File: src/hw/swc_pkg.sv
package swc_pkg;
  // Sleep kinds
  localparam logic [1:0] SLEEP_NONE = 2'h0;
  localparam logic [1:0] SLEEP_LIGHT = 2'h1;
  localparam logic [1:0] SLEEP_DEEP = 2'h2;
  // Entry cause codes
  localparam logic [1:0] CAUSE_NONE = 2'h0;
  localparam logic [1:0] CAUSE_WFI = 2'h1;
  localparam logic [1:0] CAUSE_WFE = 2'h2;
  localparam logic [1:0] CAUSE_EXIT = 2'h3;
  localparam logic EVENT_RESET = 1'b0;
  localparam int SYNC_STAGES = 2;
  typedef enum logic [1:0] {SWC_AWAKE, SWC_LIGHT, SWC_DEEP} swc_state_e;
endpackage : swc_pkg

File: src/hw/swc_reset_sync.sv
`timescale 1ns/1ps
module swc_reset_sync (
  input wire logic clk,
  input wire logic resetn,
  output logic rst_sync_n
);
  import swc_pkg::*;
  logic [SYNC_STAGES-1:0] stage_r;
  // Release through two flops so every flop sees a clean deassertion edge
  always_ff @(posedge clk or negedge resetn) begin
    if (!resetn) begin
      stage_r <= '0;
    end else begin
      stage_r <= {stage_r[SYNC_STAGES-2:0], 1'b1};
    end
  end
  assign rst_sync_n = stage_r[SYNC_STAGES-1];
endmodule : swc_reset_sync

File: src/hw/swc_event_reg.sv
`timescale 1ns/1ps
module swc_event_reg (
  input wire logic clk,
  input wire logic rst_n,
  input wire logic set_event,
  input wire logic consume,
  output logic event_set
);
  import swc_pkg::*;
  typedef struct packed {
    logic ev;
  } swc_ev_s;
  swc_ev_s st_r;
  swc_ev_s st_nxt;
  // Set beats consume in the same cycle so no event is lost
  always_comb begin
    st_nxt = st_r;
    if (consume) begin
      st_nxt.ev = 1'b0;
    end
    if (set_event) begin
      st_nxt.ev = 1'b1;
    end
  end
  always_ff @(posedge clk or negedge rst_n) begin
    if (!rst_n) begin
      st_r <= '{ev: EVENT_RESET};
    end else begin
      st_r <= st_nxt;
    end
  end
  assign event_set = st_r.ev;
endmodule : swc_event_reg

File: src/hw/swc_sleep_ctrl.sv
`timescale 1ns/1ps
// Functional notes
// - Light sleep stops only processor clock
// - Deep sleep stops system clock, PLL, flash
// - deep_sleep_select picks sleep depth
// - Non-secure deep sleep needs gate bit
// - wait_for_interrupt_op sleeps unconditionally
// - wait_for_event_op sleeps when event clear
// - wait_for_event_op with event: clear, continue
// - Event set by ext, irq, halt, send
// - Event register not software visible
// - sleep_after_handler sleeps on Thread return
// - Banked sleep_after_handler by return state
// - Interrupt-sleep wakes on entry-priority exception
// - mask_bit wakes without handler entry
// - Event-sleep also wakes on external event
// - pending_wakes_event: new pending wakes
// - pending_wakes_event banked per security state
// - Detector enabled on every sleep entry
// - Detector driven only by hardware
// - Deep sleep with detector stops tick timer; code also needs pmu_power_down
// - Wake events set event register; exception entry only while awake
module swc_sleep_ctrl (
  input wire logic clk,
  input wire logic resetn,
  input wire logic deep_sleep_select,
  input wire logic nonsecure_deep_sleep_gate,
  input wire logic secure_state,
  input wire logic wait_for_interrupt_op,
  input wire logic wait_for_event_op,
  input wire logic send_event_op,
  input wire logic ext_event_in,
  input wire logic irq_entry,
  input wire logic irq_exit,
  input wire logic halt_entry,
  input wire logic handler_return_thread,
  input wire logic return_secure,
  input wire logic sleep_after_handler_s,
  input wire logic sleep_after_handler_ns,
  input wire logic exc_entry_ready,
  input wire logic mask_bit,
  input wire logic pending_wakes_event_s,
  input wire logic pending_wakes_event_ns,
  input wire logic new_pend_s,
  input wire logic new_pend_ns,
  input wire logic pmu_power_down,
  output logic core_clk_stop,
  output logic sys_clk_stop,
  output logic pll_off_req,
  output logic flash_off_req,
  output logic wake_detect_en,
  output logic tick_timer_stop,
  output logic exec_stall,
  output logic take_handler,
  output logic sleeping,
  output logic wake_pulse
);
  import swc_pkg::*;

  ////////////////////////////////////////////////////////////////////////////
  typedef struct packed {
    swc_state_e state;
    logic [1:0] cause;
    logic core_clk_stop;
    logic sys_clk_stop;
    logic pll_off;
    logic flash_off;
    logic wic_en;
    logic tick_stop;
    logic stall;
    logic take_handler;
    logic wake;
    logic asleep;
  } swc_ctl_s;

  // Idle, awake controller value used on wake and in default; reset repeats it inline
  function automatic swc_ctl_s swc_idle();
    swc_idle = '{state: SWC_AWAKE, cause: CAUSE_NONE, default: 1'b0};
  endfunction : swc_idle

  function automatic logic swc_is_awake(input swc_state_e s);
    swc_is_awake = (s == SWC_AWAKE);
  endfunction : swc_is_awake

  swc_ctl_s st_r;
  swc_ctl_s st_nxt;
  logic rst_n;
  logic event_set;
  logic pend_event;
  logic set_event;
  logic consume;
  logic sleep_req;
  logic deep_ok;
  logic exit_sleep;
  logic wake_now;

  swc_reset_sync u_rst (
    .clk(clk),
    .resetn(resetn),
    .rst_sync_n(rst_n)
  );

  ////////////////////////////////////////////////////////////////////////////
  // banked pending wake
  assign pend_event = (pending_wakes_event_s & new_pend_s) | (pending_wakes_event_ns & new_pend_ns);
  assign set_event = ext_event_in | irq_entry | irq_exit | halt_entry | send_event_op | pend_event
                     | (exc_entry_ready & swc_is_awake(st_r.state));
  assign consume = wait_for_event_op & event_set & swc_is_awake(st_r.state);

  // event flag kept internal, no port reads it
  swc_event_reg u_ev (
    .clk(clk),
    .rst_n(rst_n),
    .set_event(set_event),
    .consume(consume),
    .event_set(event_set)
  );

  // banked copy chosen by return state
  assign exit_sleep = handler_return_thread & (return_secure ? sleep_after_handler_s : sleep_after_handler_ns);
  assign deep_ok = deep_sleep_select & (secure_state | nonsecure_deep_sleep_gate);

  ////////////////////////////////////////////////////////////////////////////
  always_comb begin
    st_nxt = st_r;
    st_nxt.wake = 1'b0;
    st_nxt.take_handler = 1'b0;
    sleep_req = 1'b0;
    wake_now = 1'b0;
    unique case (st_r.state)
      SWC_AWAKE: begin
        if (wait_for_interrupt_op) begin
          sleep_req = 1'b1;
          st_nxt.cause = CAUSE_WFI;
        end else if (wait_for_event_op && !event_set) begin
          sleep_req = 1'b1;
          st_nxt.cause = CAUSE_WFE;
        end else if (exit_sleep) begin
          sleep_req = 1'b1;
          st_nxt.cause = CAUSE_EXIT;
        end
        if (sleep_req) begin
          st_nxt.state = deep_ok ? SWC_DEEP : SWC_LIGHT;
          st_nxt.core_clk_stop = 1'b1;
          st_nxt.sys_clk_stop = deep_ok;
          st_nxt.pll_off = deep_ok;
          st_nxt.flash_off = deep_ok;
          st_nxt.wic_en = 1'b1;
          st_nxt.stall = 1'b1;
          st_nxt.asleep = 1'b1;
        end
      end
      SWC_LIGHT, SWC_DEEP: begin
        wake_now = exc_entry_ready
                   | ((st_r.cause == CAUSE_WFE) & (ext_event_in | pend_event));
        // power down stops the tick timer
        st_nxt.tick_stop = (st_r.state == SWC_DEEP) & st_r.wic_en & pmu_power_down;
        if (wake_now) begin
          st_nxt = swc_idle();
          st_nxt.wake = 1'b1;
          st_nxt.take_handler = exc_entry_ready & !mask_bit;
        end
      end
      default: begin
        st_nxt = swc_idle();
      end
    endcase
  end

  always_ff @(posedge clk or negedge rst_n) begin
    if (!rst_n) begin
      st_r <= '{state: SWC_AWAKE, cause: CAUSE_NONE, default: 1'b0};
    end else begin
      st_r <= st_nxt;
    end
  end

  ////////////////////////////////////////////////////////////////////////////
  assign core_clk_stop = st_r.core_clk_stop;
  assign sys_clk_stop = st_r.sys_clk_stop;
  assign pll_off_req = st_r.pll_off;
  assign flash_off_req = st_r.flash_off;
  // detector enable is a pure hardware signal
  assign wake_detect_en = st_r.wic_en;
  assign tick_timer_stop = st_r.tick_stop;
  assign exec_stall = st_r.stall;
  assign take_handler = st_r.take_handler;
  assign sleeping = st_r.asleep;
  assign wake_pulse = st_r.wake;

  ////////////////////////////////////////////////////////////////////////////
  // sleep after interrupt wait
  chk_wfi_sleeps: assert property (@(posedge clk) disable iff (!rst_n)
    (st_r.state == SWC_AWAKE && wait_for_interrupt_op) |=> (sleeping && exec_stall))
    else $error("wait for interrupt did not sleep");
  chk_wfe_sleeps: assert property (@(posedge clk) disable iff (!rst_n)
    (st_r.state == SWC_AWAKE && wait_for_event_op && !event_set) |=> sleeping)
    else $error("wait for event with clear flag did not sleep");
  chk_wfe_consume: assert property (@(posedge clk) disable iff (!rst_n)
    (st_r.state == SWC_AWAKE && wait_for_event_op && event_set && !wait_for_interrupt_op
     && !exit_sleep && !set_event) |=> (!sleeping && !event_set))
    else $error("set event flag not consumed");
  chk_ns_deep_gate: assert property (@(posedge clk) disable iff (!rst_n)
    ($rose(sys_clk_stop)) |-> $past(secure_state || nonsecure_deep_sleep_gate))
    else $error("non-secure deep sleep not gated");
  chk_depth_select: assert property (@(posedge clk) disable iff (!rst_n)
    ($rose(sleeping)) |-> (sys_clk_stop == $past(deep_ok) && core_clk_stop))
    else $error("sleep depth mismatch");
  chk_detector_on: assert property (@(posedge clk) disable iff (!rst_n)
    sleeping |-> wake_detect_en)
    else $error("detector off during sleep");
  chk_mask_wake: assert property (@(posedge clk) disable iff (!rst_n)
    (sleeping && exc_entry_ready && mask_bit) |=> (wake_pulse && !take_handler))
    else $error("masked wake entered handler");
  chk_wfi_no_ext: assert property (@(posedge clk) disable iff (!rst_n)
    (sleeping && st_r.cause != CAUSE_WFE && !exc_entry_ready) |=> sleeping)
    else $error("interrupt sleep woke without exception");
  chk_wfe_ext_wake: assert property (@(posedge clk) disable iff (!rst_n)
    (sleeping && st_r.cause == CAUSE_WFE && ext_event_in) |=> (!sleeping ##0 wake_pulse))
    else $error("external event did not wake");
  chk_event_latch: assert property (@(posedge clk) disable iff (!rst_n)
    (send_event_op || ext_event_in) |=> event_set)
    else $error("event not latched");

  ////////////////////////////////////////////////////////////////////////////
  // light sleep keeps system running
  chk_light_clocks: assert property (@(posedge clk) disable iff (!rst_n)
    (sleeping && !sys_clk_stop) |-> (core_clk_stop && !pll_off_req && !flash_off_req))
    else $error("light sleep stopped more than the core clock");
  chk_deep_outputs: assert property (@(posedge clk) disable iff (!rst_n)
    sys_clk_stop |-> (sleeping && core_clk_stop && pll_off_req && flash_off_req))
    else $error("deep sleep outputs inconsistent");
  chk_irq_sets_event: assert property (@(posedge clk) disable iff (!rst_n)
    (irq_entry || irq_exit || halt_entry) |=> event_set)
    else $error("interrupt or halt did not set event flag");
  chk_exit_sleeps: assert property (@(posedge clk) disable iff (!rst_n)
    (swc_is_awake(st_r.state) && handler_return_thread && return_secure && sleep_after_handler_s)
    |=> sleeping)
    else $error("sleep after handler did not sleep");
  chk_exit_bank: assert property (@(posedge clk) disable iff (!rst_n)
    (swc_is_awake(st_r.state) && handler_return_thread && !wait_for_interrupt_op && !wait_for_event_op
     && !(return_secure ? sleep_after_handler_s : sleep_after_handler_ns)) |=> !sleeping)
    else $error("sleep after handler used wrong bank");
  chk_exc_wakes: assert property (@(posedge clk) disable iff (!rst_n)
    (sleeping && exc_entry_ready) |=> (!sleeping && wake_pulse))
    else $error("exception did not wake");
  chk_take_handler: assert property (@(posedge clk) disable iff (!rst_n)
    (sleeping && exc_entry_ready && !mask_bit) |=> take_handler)
    else $error("unmasked wake skipped handler");
  chk_pend_wake: assert property (@(posedge clk) disable iff (!rst_n)
    (sleeping && st_r.cause == CAUSE_WFE
     && ((pending_wakes_event_s && new_pend_s) || (pending_wakes_event_ns && new_pend_ns))) |=> !sleeping)
    else $error("new pending interrupt did not wake");
  chk_pend_bank: assert property (@(posedge clk) disable iff (!rst_n)
    (sleeping && new_pend_s && !new_pend_ns && !pending_wakes_event_s && !exc_entry_ready && !ext_event_in)
    |=> sleeping)
    else $error("pending interrupt of other state woke");
  // tick stop only in deep sleep
  chk_tick_needs_deep: assert property (@(posedge clk) disable iff (!rst_n)
    tick_timer_stop |-> (sys_clk_stop && wake_detect_en))
    else $error("tick timer stopped outside deep sleep");
  chk_tick_follows_pmu: assert property (@(posedge clk) disable iff (!rst_n)
    (sleeping && sys_clk_stop && pmu_power_down && !wake_now) |=> tick_timer_stop)
    else $error("tick timer kept running in power down");
  chk_detector_hw: assert property (@(posedge clk) disable iff (!rst_n)
    wake_detect_en |-> sleeping)
    else $error("detector enabled while awake");
  chk_event_reset: assert property (@(posedge clk) disable iff (!rst_n)
    !$past(rst_n) |-> !event_set)
    else $error("event flag set after reset");
  chk_stall_tracks: assert property (@(posedge clk) disable iff (!rst_n)
    exec_stall == sleeping)
    else $error("execution stall differs from sleep state");
  chk_handler_wake: assert property (@(posedge clk) disable iff (!rst_n)
    take_handler |-> (wake_pulse && !sleeping))
    else $error("handler entry without wake");
  chk_wake_single: assert property (@(posedge clk) disable iff (!rst_n)
    wake_pulse |=> !wake_pulse)
    else $error("wake pulse longer than one cycle");
endmodule : swc_sleep_ctrl

File: config.mk
export PLATFORM = sky130hd
export DESIGN_NAME = swc_sleep_ctrl
export DESIGN_NICKNAME = d
export VERILOG_FILES = /design/src/hw/swc_pkg.sv /design/src/hw/swc_reset_sync.sv /design/src/hw/swc_event_reg.sv /design/src/hw/swc_sleep_ctrl.sv
export SDC_FILE = /design/constraint.sdc
export NUM_CORES = 1
export LEC_CHECK = 0
export BUFFER_PORTS_ARGS = -buffer_cell sky130_fd_sc_hd__buf_2
export CORE_UTILIZATION = 41
export CTS_BUF_LIST = sky130_fd_sc_hd__clkbuf_4 sky130_fd_sc_hd__clkbuf_8
export DETAILED_ROUTE_END_ITERATION = 10
export PLACE_DENSITY = 0.74
export SKIP_CTS_REPAIR_TIMING = 1
export SLEW_MARGIN = 20
export SYNTH_ARGS = -nofsm -noshare
export SYNTH_HDL_FRONTEND = slang
export SYNTH_HIERARCHICAL = 1
export SYNTH_SLANG_ARGS = --single-unit
export TNS_END_PERCENT = 30
File: constraint.sdc
create_clock -name clk -period 0.8 [get_ports clk]
set_input_delay 0.04 -clock clk [delete_from_list [all_inputs] [get_ports clk]]
set_output_delay 0.04 -clock clk [all_outputs]
set_load 0.05 [all_outputs]
# After elaboration in Yosys (flattened, before gate mapping)
# Cells that the tools add are included.
# Widths: inputs -> output; s select.
[op_classes]
mux = 20
n_bitwise = 21
eq_ne = 6
n_reduce_logical = 8
[op_table]
columns = ["operator", "count"]
rows = [
  ["$pmux 9 s2", 1],
  ["$mux 14", 1],
  ["$mux 2", 6],
  ["$and 1x1->1", 11],
  ["$or 1x1->1", 10],
  ["$mux 1", 8],
  ["$pmux 1 s2", 3],
  ["$mux 5", 1],
  ["$eq 2x2->1 const B", 2],
  ["$ne 4x3->1 const B", 1],
  ["$reduce_and 2->1", 2],
  ["$eq 2x1->1 const B", 1],
  ["$logic_not 1->1", 2],
  ["$logic_not 2->1", 1],
  ["$ne 2x1->1 const B", 1],
  ["$ne 2x2->1 const B", 1],
  ["$reduce_bool 2->1", 1],
  ["$reduce_or 2->1", 1],
  ["$logic_and 1x1->1", 1],
]
[word_totals]
word_cells = 69
out_inout_bits = 10
inputBits = 23
reg_bits = 17

# Logic depth before layout (Yosys ltp)
[depth]
ltp_word = 8
depth_mapped = 5

# Modules after synthesis
# The synthesis kept the hierarchy.
[by_module_without_submodules]
columns = ["module", "n_inst", "cells_each", "area_each_um2"]
rows = [
  ["swc_sleep_ctrl", 1, 45, 526.8],
  ["swc_reset_sync", 1, 3, 53.8],
  ["swc_event_reg", 1, 3, 36.3],
]

# Least setup slack after synthesis
# OpenSTA, ideal clock, no wires.
[synth_timing]
kind = "register to register"
startpoint = "register st_r[13] (netlist bit)"
endpoint = "register st_r (netlist bit core_clk_stop)"
setup_slack_ns = -1.274
stages_incl_launch_ff = 6
setup_time_ns = 0.125
path_buffers = 0
arrival_time_ns = 1.949
cell_sequence = "dfrtp_1 -> inv_1 -> ha_1 -> and2b_2 -> a32oi_4 -> mux2_4"
[synth_between]
elab_chain_len = 4
word_cells_on_any_way = 8
classes_between = "eq/ne: 4; mux: 1; reduce/logical: 3"
[synth_rtl]
columns = ["item", "line_no", "rtl"]
rows = [
  ["start, declared", "swc_sleep_ctrl.sv:85", "swc_ctl_s st_r;"],
  ["start signal, assigned", "swc_sleep_ctrl.sv:174", "st_r <= st_nxt;"],
  ["$eq 2x2->1 / $eq 2x1->1 (equally long branches)", "swc_sleep_ctrl.sv:130", "unique case (st_r.state)"],
  ["$reduce_or 2->1", "swc_sleep_ctrl.sv:130", ""],
  ["$ne 2x2->1 (no line)", "-", ""],
  ["$reduce_and 2->1 (no line)", "-", ""],
]
# Several ways; a longest one is shown, not always the timed one.
# A chain may end at the register's enable or synchronous reset.

# Worst setup path in the final report
[layout_timing]
startpoint = "register st_r[12] (netlist bit)"
endpoint = "register st_r[11] (netlist bit)"
# The elaborated chain is that of the path after synthesis.

==> flow_summary_export.csv <==
group,metric,value,unit
outcome,status,"finished with violations",
outcome,violations,"setup timing",
final_layout,drive_gt1_frac,0.6304,
critical_path,crit_path_max_fanout,3,
power,total_power,0.003528,W
synthesis,netlist_instances,51,
timing,period_needed,1.464,ns
placed_design,place_area,839.6,µm²
cts,tritoncts,"done",
floorplan,initial_core_util,0.4569,
route,dr.pass1.iters,4,
floorplan,core_area,1350,µm²
final_layout,diodes,0,
power,p_seq_frac,0.234,
synthesis,yosysTopAreaCell,"dfrtp_1",
cts,path_clk_slew,0.06,ns
cts,clockRootBuffer,"clkbuf_4",
synthesis,synth-main-ff-cell,"dfrtp_1",
synthesis,yosysSeqAreaShare,0.4462,
synthesis,synth_edf_count,0,
critical_path,critPathRequiredTime,0.95,ns
timing,tns,-6.195,ns
power,power_switching,0.001545,W
final_layout,fill_cells,109,
power,switching_share,0.4379,
floorplan,die-area,1663,µm²
power,internal_power,0.001983,W
floorplan,ioPinCount,33,
timing,hold_viol,0,
route,drtIter0Drc,4,
job,drv_cap,0,
synthesis,synth_top_area_share,0.4462,
placed_design,gp_congestion,0.7827,
timing,worst_slack,-0.6643,ns
grt,grt.overflow.total,0,
timing,clock.fmax,0.6829,GHz
final_layout,mostFrequentLayoutCells,"buf_2, dfrtp_1, buf_6, buf_4, clkbuf_4",
synthesis,synthTopCellsByArea,"dfrtp_1, buf_4, ha_1",
cts,cts_buffers,3,
power,combPwrFrac,0.655,
route,drc,0,
critical_path,slowest_stage,"dfrtp_1",
floorplan,die_y,40.79,µm
grt,grt_pass1_vias,444,
synthesis,mappedNetlistNets,77,
route,wl,1193,µm
grt,antenna_found_initial,0,
final_layout,syn_to_final_growth,50.91,%
grt,grt_start_max_net_pins,10,
cts,cts_buffer_depth,2,
power,leakage,0.4849,nW
cts,clk_latency,0.26,ns
critical_path,r2r_setup_slack,-0.66,ns
grt,grt_pass1_wl,1794,µm
timing,setup_viol,19,
grt,track_usage,0.1723,
min_path,hold_path_class,"input port to flip-flop",
cts,cts.sink_count,11,
route,vias_per_cell,4.813,
route,wl_per_cell,11.15,µm
timing,slew_violations,0,
placed_design,port_buffers,32,
route,final_antenna_net_count,0,
power,ir_drop,0.001858,V
cts,htreeDepth,1,
critical_path,worstSetupPathType,"flip-flop to flip-flop",
floorplan,rows,13,
final_layout,stdcell_area,930.9,µm²
route,via_count,515,
synthesis,synth_warnings,6,
timing,finalClockSkew,0.001534,ns
critical_path,worstPathCellList,"inv_2 > ha_4 > and2b_2 > a32oi_4 > mux2_4",
synthesis,async_reset_ff_frac,1.000,
timing,rsz0062_at_grt,"true",
synthesis,synth_area,616.8,µm²
synthesis,synthDistinctLibCells,23,
final_layout,finalNetCount,119,
timing,final.period_utilization,1.830,
critical_path,arrival,1.61,ns
floorplan,fp.dieW,40.79,µm
power,power_density,3790,nW/µm²
synthesis,syn_area_per_cell,12.09,µm²
placed_design,dp_hpwl,1002,µm
synthesis,ys_ff_latch,11,
power,pwr-share-clk,0.112,
final_layout,layout_commonest_cell,"buf_2",
critical_path,setup.worst_path.end_class,"flip-flop",
critical_path,crit_path_start_kind,"flip-flop",
critical_path,slowest_delay,0.36,ns
## cells by family (layout without fill, tap and decap cells)
| family | Yosys count | after routing | share of synthesized area |
|---|---|---|---|
| buffers and inverters | 9 | 50 | 0.08519 |
| other | 1 | 1 | 0.006079 |
| flip-flops | 11 | 11 | 0.4462 |
| AND/OR/NAND/NOR | 12 | 12 | 0.1258 |
| adder cells (fa/ha/maj) | 3 | 3 | 0.06086 |
| AO/OA/AOI/OAI | 9 | 9 | 0.1603 |
| multiplexers | 6 | 6 | 0.1156 |
## cells in the mapped netlist, types with 2 or more instances
cell,instances
and2b_2,2
ha_1,3
mux2_4,2
mux2i_1,3
buf_4,5
o21ai_0,3
and3_1,2
inv_1,4
dfrtp_1,11
nand2_1,3
## through the flow
stage,hold WS [ns],cells,setup slack [ns],util
global route,0.03051,107,-0.7106,0.6895
global placement,-0.1762,102,-0.6195,0.6219
CTS,-0.4562,106,-0.6581,0.6441
floorplan,-0.2556,51,-0.9392,-
finish,0.04088,107,-0.6643,0.6895
detailed placement,-0.1729,102,-0.6468,0.6219
## per-layer routing
layer  track usage  share of wire  routed length [µm]
met2        0.3086           0.56                 667
met5             0              0                   0
met1        0.1745           0.37                 447
met3       0.09783          0.065                  78
met4       0.02500              0                   0
## sequential cells by signal (all words and copies together), names as in the netlist
signal and cells:
core_clk_stop 1, st_r 4, take_handler 1, tick_timer_stop 1
u_ev/event_set 1, u_rst/stage_r 2, wake_pulse 1
## power by group through the flow
stage | Combinational (W) | Clock (W) | Sequential [W]
after global placement | 0.00204 | 0 | 0.000814
after CTS | 0.00208 | 0.000407 | 0.000808
after detailed placement | 0.00208 | 0 | 0.000818
after global routing | 0.00250 | 0.000441 | 0.000841
final | 0.00231 | 0.000394 | 0.000824
after floorplan | 0.00132 | 0 | 0.00110
## final timing paths
kind	start	to	cells after the start
min reg2reg	u_rst/stage_r[1]$_DFF_PN0_	core_clk_stop$_DFFE_PN0P_	0
max reg2reg	st_r[12]$_DFFE_PN0P_	st_r[11]$_DFFE_PN0P_	5
max	st_r[12]$_DFFE_PN0P_	st_r[11]$_DFFE_PN0P_	5
max in group asynchronous	u_rst/stage_r[1]$_DFF_PN0_	st_r[13]$_DFFE_PN0P_	0
min	mask_bit	take_handler$_DFF_PN0_	2
min in group asynchronous	resetn	u_rst/stage_r[1]$_DFF_PN0_	2
## area by class of cell
class / instances / area (µm²) / area share
sequential: 11 / 276.5 / 0.2970
timing repair buffer: 42 / 289.0 / 0.3105
inverter: 4 / 15.01 / 0.01613
multi-input combinational: 31 / 301.5 / 0.3239
clock buffer: 4 / 30.03 / 0.03226
tap: 15 / 18.77 / 0.02016
## worst max-delay path: cells and delay by family (launching register included)
family / cells / cell delay [ns]
flops: 1 / 0.36
fa+ha+maj: 1 / 0.15
buf+inv: 1 / 0.06
compound gates: 1 / 0.25
mux: 1 / 0.33
simple gates: 1 / 0.21
(Power assumes the default switching activity.)
